**src/logic/lrc_pkg.sv**
```systemverilog
// Constants for the ladder reference control block.
// Assumes an 8-bit register port, one clock, active-high async reset.
package lrc_pkg;
	localparam logic [7:0] REF_CTRL_OFFSET = 8'h9f;
	localparam logic [7:0] REF_CTRL_RESET = 8'h00;
	localparam int POWER_BIT = 7;
	localparam int PIN_DRIVE_BIT = 6;
	localparam int LOW_RANGE_BIT = 5;
	localparam int UNUSED_BIT = 4;
	localparam int TAP_MSB = 3;
	localparam int TAP_WIDTH = 4;
	localparam int TAP_COUNT = 16;
	localparam logic [3:0] TAP_MAX = 4'hf;
	localparam logic [7:0] LOW_RANGE_DIV = 8'h18;
	localparam logic [7:0] HIGH_RANGE_DIV = 8'h20;
	localparam logic [7:0] HIGH_RANGE_BASE = 8'h08;
	localparam logic [2:0] CMP_INTERNAL_REF_MODE = 3'h2;
	localparam logic [7:0] WRITE_MASK = 8'hef;
endpackage

```
**src/logic/lrc_ladder_reference_control.sv**
```systemverilog
// Control register and tap selection of the ladder voltage reference.
// Assumes synchronous register port strobes and synchronous pin direction input.
//
// Added by the designer: the strobed register port.
`timescale 1ns/100ps
`default_nettype none
// How it works
// [RQ1] Sixteen taps picked by four-bit code
// [RQ2] Low range: level is code over 24
// [RQ3] High range: quarter plus code over 32
// [RQ4] Bit 7 powers the ladder
// [RQ5] Bit 6 routes level to pin
// [RQ6] Bit 5 one means low range
// [RQ7] Bit 4 reads zero; bits 3-0 tap
// [RQ8] Reset clears power and pin drive
// [RQ9] Reset clears range and tap code
// [RQ10] Wake from sleep keeps register contents
// [RQ11] Pin driven only if direction is input
// [RQ12] Comparator settings never gate the reference
// [RQ13] Software waits settling after level changes
// [RQ14] Software may power down before sleep
// [RQ15] Comparator mode 010 takes internal reference
// [RQ16] Power off forces enable and pin off
module lrc_ladder_reference_control (
	input wire logic clk_sys,
	input wire logic sys_rst,
	input wire logic clkEn,
	input wire logic [7:0] regAddr,
	input wire logic [7:0] regWrData,
	input wire logic regWrStrobe,
	input wire logic regRdStrobe,
	output logic [7:0] regRdData,
	input wire logic pin2DirectionBit,
	input wire logic [2:0] comparatorConfig,
	input wire logic sleepWake,
	output logic ladderPowerOn,
	output logic analogOutPinConnect,
	output logic lowRange,
	output logic [3:0] tapCode,
	output logic [7:0] refNumerator,
	output logic [7:0] refDenominator,
	output logic comparatorUsesRef
);
	logic [7:0] refCtrl_reg;
	logic [7:0] refCtrl_next;
	logic hit;

	// Level as a fraction of supply, numerator over denominator
	function automatic logic [7:0] level_num(input logic low, input logic [3:0] code);
		level_num = low ? {4'h0, code} : 8'(lrc_pkg::HIGH_RANGE_BASE + {4'h0, code}); // [RQ2] [RQ3]
	endfunction

	assign hit = (regAddr == lrc_pkg::REF_CTRL_OFFSET);

	always_comb begin
		refCtrl_next = refCtrl_reg;
		if (regWrStrobe && hit) begin
			refCtrl_next = regWrData & lrc_pkg::WRITE_MASK; // [RQ7]
		end
	end

	// Wake from sleep is not a reset, so it has no path into this register
	always_ff @(posedge clk_sys or posedge sys_rst) begin
		if (sys_rst) begin
			refCtrl_reg <= lrc_pkg::REF_CTRL_RESET; // [RQ8] [RQ9]
		end else if (clkEn) begin
			refCtrl_reg <= refCtrl_next; // [RQ10]
		end
	end

	// Unmapped addresses read zero
	always_ff @(posedge clk_sys or posedge sys_rst) begin
		if (sys_rst) begin
			regRdData <= 8'h00;
		end else if (clkEn) begin
			regRdData <= (regRdStrobe && hit) ? refCtrl_reg : 8'h00;
		end
	end

	always_ff @(posedge clk_sys or posedge sys_rst) begin
		if (sys_rst) begin
			ladderPowerOn <= 1'b0;
			analogOutPinConnect <= 1'b0;
			lowRange <= 1'b0;
			tapCode <= 4'h0;
			refNumerator <= 8'h00;
			refDenominator <= lrc_pkg::HIGH_RANGE_DIV;
			comparatorUsesRef <= 1'b0;
		end else if (clkEn) begin
			ladderPowerOn <= refCtrl_reg[lrc_pkg::POWER_BIT]; // [RQ4] [RQ16] [RQ12]
			analogOutPinConnect <= refCtrl_reg[lrc_pkg::POWER_BIT] && refCtrl_reg[lrc_pkg::PIN_DRIVE_BIT]
				&& pin2DirectionBit; // [RQ5] [RQ11] [RQ16]
			lowRange <= refCtrl_reg[lrc_pkg::LOW_RANGE_BIT]; // [RQ6]
			tapCode <= refCtrl_reg[lrc_pkg::TAP_MSB:0]; // [RQ1]
			refNumerator <= level_num(refCtrl_reg[lrc_pkg::LOW_RANGE_BIT], refCtrl_reg[lrc_pkg::TAP_MSB:0]);
			refDenominator <= refCtrl_reg[lrc_pkg::LOW_RANGE_BIT] ? lrc_pkg::LOW_RANGE_DIV
				: lrc_pkg::HIGH_RANGE_DIV; // [RQ2] [RQ3]
			comparatorUsesRef <= (comparatorConfig == lrc_pkg::CMP_INTERNAL_REF_MODE); // [RQ15]
		end
	end
endmodule
`default_nettype wire

```
**config.mk**
```make
export PLATFORM = sky130hd
export DESIGN_NAME = lrc_ladder_reference_control
export DESIGN_NICKNAME = d
export VERILOG_FILES = /design/src/logic/lrc_pkg.sv /design/src/logic/lrc_ladder_reference_control.sv
export SDC_FILE = /design/constraint.sdc
export NUM_CORES = 1
export LEC_CHECK = 0
export BUFFER_PORTS_ARGS = -buffer_cell sky130_fd_sc_hd__buf_2
export CORE_MARGIN = 4
export CORE_UTILIZATION = 47
export DETAILED_ROUTE_END_ITERATION = 7
export PLACE_DENSITY = 0.82
export SYNTH_ARGS = -nofsm -noshare
export SYNTH_HDL_FRONTEND = slang
export SYNTH_SLANG_ARGS = --single-unit
```
**constraint.sdc**
```tcl
create_clock -name clk_sys -period 2.9 [get_ports clk_sys]
set_clock_uncertainty 0.2 [all_clocks]
set_input_delay 0.58 -clock clk_sys [delete_from_list [all_inputs] [get_ports clk_sys]]
set_output_delay 0.58 -clock clk_sys [all_outputs]
set_load 0.03 [all_outputs]
```
== Yosys cells after proc, flatten, opt, wreduce, memory -nomap -nowiden ==
Index checks and enable logic that the tools add are counted.
Word-level totals
  register bits after elaboration: 39
  bits in latches: 0
  RAM bits: 0
  bits in read-only memories: 0
  bits of input ports: 26
  output and inout bits: 32
  memories kept: 0
Operators by class
  add/subtract/negate cells: 1
  $mul: 0
  divide/modulo/power cells: 0
  order comparisons: 0
  eq/ne operators: 2
  shifts and indexed selects: 0
  mux-type cells: 3
  bitwise gates (word level): 0
  reductions and logical operators: 5
Operators by type and width (number)
  8-bit == test (second input constant): 1
  8-bit two-way mux: 1
  6-bit two-way mux: 1
  4-bit by 4-bit adder with 5-bit output (first input constant): 1
  5-bit two-way mux: 1
  1-bit logical AND: 4
  3-bit by 2-bit == test with 1-bit output (second input constant): 1
  2-bit AND reduction: 1

== Depth between registers and ports, before layout ==
Gate-level depths: netlist (run 1).
  depth after elaboration: 3
  gate-level depth with buffers: 4

== Worst setup path before layout (run 1) ==
Ideal clock, no wire load.
  path type: input-to-reg
  start point: input regAddr[6]
  end point: register refCtrl_reg[0]
  setup time: 0.125 ns
  data arrival time: 1.459 ns
  data required time: 2.575 ns
  setup slack: 1.116 ns
  stages on the path: 3
  buffers on the path: 0
  cells stage by stage: nand4bb_4 > nor3_4 > mux2_2
Between the ends
  cells in the longest elaborated chain, start to end: 3
RTL lines
  from (decl): RTL line lrc_ladder_reference_control.sv:28  | input wire logic [7:0] regAddr,
  8-bit == test: RTL line lrc_ladder_reference_control.sv:53  | assign hit = (regAddr == lrc_pkg::REF_CTRL_OFFSET);
  1-bit logical AND: RTL line lrc_ladder_reference_control.sv:57  | if (regWrStrobe && hit) begin
  2-bit AND reduction (no line)
  to (signal assigned): RTL line lrc_ladder_reference_control.sv:65  | refCtrl_reg <= lrc_pkg::REF_CTRL_RESET;
  to (signal assigned): RTL line lrc_ladder_reference_control.sv:67  | refCtrl_reg <= refCtrl_next;
  to (decl): RTL line lrc_ladder_reference_control.sv:44  | logic [7:0] refCtrl_reg;
Every way passes these cells.
A chain may end at the register's enable or synchronous reset.

== Final worst setup path (run 1) ==
  start point: register refDenominator[5]
  end point: output refDenominator[5]
RTL lines
  from (decl): RTL line lrc_ladder_reference_control.sv:41  | output logic [7:0] refDenominator,
  from (signal assigned): RTL line lrc_ladder_reference_control.sv:87  | refDenominator <= lrc_pkg::HIGH_RANGE_DIV;
  from (signal assigned): RTL line lrc_ladder_reference_control.sv:96  | refDenominator <= refCtrl_reg[lrc_pkg::LOW_RANGE_BIT] ? lrc_pkg::LOW_RANGE_DIV
No word-level cell between the ends.

==> results.cfg, run 1 <==
[grt]
overflow = 0
grt_max_degree = 28
grt_usage_pct = 13.6
grt_pass1_vias = 825
grt_pass1_wl_um = 3450
antenna_found_initial = 0

[logic_synthesis]
ys_seq_elements = 25
synth_enable_flop_cells = 0
yosys.area.top_type = dfrtp_1
syn_area_um2 = 1130
postSynthAreaPerCell_um2 = 11.1
ys.warnings.count = 0
synthFlopType = dfrtp_1
syn_inst = 102
synthDistinctLibCells = 19
synth_top_area_share_pct = 53.2
ys_seq_area_share_pct = 55.5
ys_async_sr_fraction_pct = 100
synthTopCellsByArea = dfrtp_1, buf_4, mux2_2

[detailed_routing]
drtIter0Drc = 10
vias_per_cell = 4.66
wl_per_cell_um = 12.1
vias = 792
ant_nets = 0
drtPass1Iterations = 3
drc_errors = 0
wl_um = 2060

[floorplanning]
io_pins = 58
core_um2 = 2250
dieArea_um2 = 3250
initial_core_util_pct = 50.1
rows = 17
die_h_um = 57
die_w_um = 57

[critical_path]
cp-end-kind = output port
ff2ff_setup_slack_ns = 1.62
cp.arrival_ns = 1.06
path_class = reg -> out
required_ns = 2.12
rr_startpoint = refCtrl_reg[3]
reg2regPathDepth = 2
worstReg2RegEnd = refNumerator[3]
cp_top_family = flip-flops
cpPeakStageDelay_ns = 0.56
cp_slowest_cell = dfstp_2
crit_path_start_kind = flop
cp_num_buf_inv = 1
critPathMaxFanout = 2
crit_path_cell_trace = buf_2

[clock_tree]
cts-htree-levels = 1
clkLatencyLatePin_ns = 0.31
cts_buffer_depth = 2
tritoncts = done
ctsRootBufferMaster = clkbuf_4
postCtsSetupBuffers = 0
cts-resized-gates = 0
path_clk_slew_ns = 0.13
numClockSinks = 25
cts_buffers = 3
hold_buffers = 0

[layout]
final_common_cell = buf_2
diodes = 0
fin_cells = 170
nets = 170
regArea_um2 = 627
layout-drive-gt1-share_pct = 43.7
final_cell_mix = buf_2, dfrtp_1, inv_1
area_delta_synth_final_pct = 17.7
nFillCells = 221
multiInputGateArea_um2 = 342

[timing]
final_hold_viol_count = 0
clock.fmax_ghz = 0.543
setup_viol_count_final = 0
setup-tns-final_ns = 0
slew_viol_final = 0
rsz0062_at_grt = false
period_minus_slack_ns = 1.84
fin_crit_sh_pct = 63.5
worst_slew_pin_slew_ns = 0.888
slew_headroom_pct = 40.7

[power_and_ir_drop]
vdd_drop_max_uv = 368
power_w = 0.000587
power.density_nw_per_um2 = 442
leakage_nw = 0.713

[place]
place.gp.congestion = 0.708
dp_hpwl_um = 1660
placedCellCount = 166
io_buffers = 46

[flow_run]
drv_cap = 0

[min_path]
hold_class = in -> async

[outcome]
outcome = complete, no violations
==> report_power, final <==
| group | internal [W] | leakage [nW] | switching [W] |
|---|---|---|---|
| clock | 0.0000515 | 0.0177 | 0.0000971 |
| combinational | 0.0000239 | 0.356 | 0.0000533 |
| sequential | 0.000356 | 0.339 | 0.00000453 |
==> synthesized netlist by cell type, drive strengths merged (6+ instances only) <==
master and n:
dfrtp 24, nand2 10, inv 18, o22ai 8, buf 17, o21ai 6, mux2 10
==> worst max path at each step <==
stage,slack (ns),cells past startpoint,to,start
after floorplan,1.12,3,refCtrl_reg[0],regAddr[6]
after global placement,0.77,4,refCtrl_reg[1],clkEn
after detailed placement,0.71,4,refCtrl_reg[6],clkEn
after CTS,1.06,1,refDenominator[5],refDenominator[5]
after global routing,0.99,4,refCtrl_reg[6],clkEn
final,1.06,1,refDenominator[5],refDenominator[5]
==> layout make-up <==
cell class	count	area share [%]
well taps	28	2.64
flip-flops and latches	25	47.2
multi-input cells	49	25.7
inverters	18	5.08
clock inverters	1	0.377
repair buffers	46	17.3
clock buffers	3	1.69
==> cell families after synthesis <==
kind of cell               after synthesis  synth area share (%)
buffers and inverters                   36                  16.9
adders and majority gates                1                  1.11
and+or+nand+nor                         14                  8.32
other                                    1                 0.332
DFF                                     25                  55.5
muxes                                   10                  9.98
AOI/OAI and AO/OA                       15                  7.87
==> metrics by stage <==
| stage | area (µm²) | utilization [%] | setup WS [ns] | hold slack [ns] |
|---|---|---|---|---|
| 2_1_floorplan | 1160 | - | 1.12 | 0.258 |
| 3_3_place_gp | 1300 | 57.7 | 0.768 | 0.269 |
| 3_5_place_dp | 1300 | 57.7 | 0.715 | 0.285 |
| 4_1_cts | 1330 | 58.9 | 1.06 | 0.237 |
| 5_1_grt | 1330 | 58.9 | 0.992 | 0.239 |
| 6_report | 1330 | 58.9 | 1.06 | 0.233 |
==> routing by layer <==
layer,share of wire [%],GRT usage [%],routed length [µm],vias up
met3,11,3.62,224,4
met4,1.3,4.97,27,0
met1,40,14.0,818,360
li1,-,-,-,388
met5,0,0,0,-
met2,48,26.1,991,40
Power figures use the tool's default switching activity.
==> run 2, diff against run 1 <==
--- a/config.mk
+++ b/config.mk
@@ -7,9 +7,9 @@
 export LEC_CHECK = 0
 export BUFFER_PORTS_ARGS = -buffer_cell sky130_fd_sc_hd__buf_2
 export CORE_MARGIN = 4
-export CORE_UTILIZATION = 47
+export CORE_UTILIZATION = 44
 export DETAILED_ROUTE_END_ITERATION = 7
-export PLACE_DENSITY = 0.82
+export PLACE_DENSITY = 0.78
 export SYNTH_ARGS = -nofsm -noshare
 export SYNTH_HDL_FRONTEND = slang
 export SYNTH_SLANG_ARGS = --single-unit
==> constraint.sdc (replaced) <==
create_clock -name clk_sys -period 1.7 [get_ports clk_sys]
set_clock_uncertainty 0.2 [all_clocks]
set_input_delay 0.34 -clock clk_sys [delete_from_list [all_inputs] [get_ports clk_sys]]
set_output_delay 0.34 -clock clk_sys [all_outputs]
set_load 0.03 [all_outputs]
==> run 2 against run 1 <==
Net effect:
- final cell count rose by 2.9%
- die area is 5.9% higher
- sequential power increased by 71%
- highest routed layer unchanged
- critical endpoint unchanged
- non-clock buffer count up 3
- register-to-register slack got worse by 1.2 ns
==> results.cfg, run 2 (synthesized netlist as in run 1, its figures left out) <==
[layout]
final_common_cell = buf_2
final_cell_mix = buf_2, dfrtp_1, inv_1
nets = 173
final_design_area_no_fill_um2 = 1360
diodes = 0
layout-drive-gt1-share_pct = 43.4
area_delta_synth_final_pct = 20.1
fin_cells = 175

[critical_path]
ff2ff_setup_slack_ns = 0.41
crit_path_start_kind = flop
critPathMaxFanout = 2
path_class = reg -> out
cpPeakStageDelay_ns = 0.55
required_ns = 1.16
cp_top_family = flip-flops
cp.arrival_ns = 1.03
cp_slowest_cell = dfstp_2
cp_num_buf_inv = 1
crit_path_cell_trace = buf_2
cp-end-kind = output port

[detailed_routing]
drtIter0Drc = 10
vias_per_cell = 4.57
wl_um = 2080
drc_errors = 0
ant_nets = 0
wl_per_cell_um = 11.9
vias = 799
drtPass1Iterations = 2

[grt]
antenna_found_initial = 0
grt_pass1_vias = 742
grt_max_degree = 27
overflow = 0
grt_pass1_wl_um = 3260
grt_usage_pct = 12.7

[timing]
fin_ws_ns = 0.127
slew_viol_final = 0
final_hold_viol_count = 0
clock.fmax_ghz = 0.636
rsz0062_at_grt = false
period_minus_slack_ns = 1.57
fin_crit_sh_pct = 92.5
setup_viol_count_final = 0

[floorplanning]
io_pins = 58
die_h_um = 58.6
die_w_um = 58.6
core_um2 = 2450
rows = 18
dieArea_um2 = 3440
initial_core_util_pct = 46.0

[clock_tree]
cts-resized-gates = 0
numClockSinks = 25
cts-htree-levels = 1
clkLatencyLatePin_ns = 0.30
cts_buffer_depth = 2
postCtsSetupBuffers = 0
tritoncts = done
cts_buffers = 3
hold_buffers = 1
ctsRootBufferMaster = clkbuf_4
path_clk_slew_ns = 0.11

[place]
place.gp.congestion = 0.645
post-place-ws_ns = -0.0608
io_buffers = 46
dpl_cell_area_um2 = 1320
dp_hpwl_um = 1690
placedCellCount = 170

[power_and_ir_drop]
leakage_nw = 0.724
vdd_drop_max_uv = 519
power.density_nw_per_um2 = 738

[min_path]
hold_class = in -> reg

[flow_run]
drv_cap = 0

[outcome]
outcome = complete, no violations
[run 2: per-layer routing]
| metal | vias up | track usage, % | routed length [µm] |
|---|---|---|---|
| met4 | 0 | 3.88 | 13 |
| met3 | 2 | 2.85 | 195 |
| met1 | 368 | 15.0 | 814 |
| met2 | 35 | 22.8 | 1050 |
| li1 | 394 | - | - |
| met5 | - | 0 | 0 |
[run 2: worst reg2reg max path, cell delays in order (launching register included)]
cell     delay [ns]
dfrtp_1        0.40
inv_1          0.07
ha_1           0.26
mux2_2         0.26
[run 2: path summary, 6_finish.rpt]
kind                                     start           endpoint  depth (start not counted)
setup / recovery             refDenominator[5]  refDenominator[5]                          1
hold / removal             comparatorConfig[0]  comparatorUsesRef                          2
setup reg to reg                refCtrl_reg[5]    refNumerator[3]                          3
hold reg to reg                 refCtrl_reg[2]     refCtrl_reg[2]                          1
max in group asynchronous              sys_rst  refDenominator[5]                          4
min in group asynchronous              sys_rst       regRdData[0]                          4
[run 2: area by class of cell]
class,instances,area [µm²]
Clock buffer,4,26.3
Fill cell,225,1100
Inverter,18,67.6
Multi-Input combinational cell,49,342
Sequential cell,25,627
Tap cell,30,37.5
Timing Repair Buffer,49,255
[run 2: through the flow]
step,hold WS (ns),util (%),total power [W],setup TNS (ns)
floorplan,0.167,-,0.000736,0
global placement,0.191,53.7,0.000761,-0.160
detailed placement,0.205,53.7,0.000766,-0.331
CTS,0.0230,55.2,0.00101,0
global route,0.0250,55.2,0.00106,0
finish,0.0337,55.2,0.00100,0
[run 2: power breakdown]
part / leakage [nW] / internal [W] / total (W) / switching (W)
logic: 0.370 / 0.0000453 / 0.000139 / 0.0000934
clock network: 0.0150 / 0.0000913 / 0.000245 / 0.000154
registers: 0.339 / 0.000608 / 0.000616 / 0.00000765
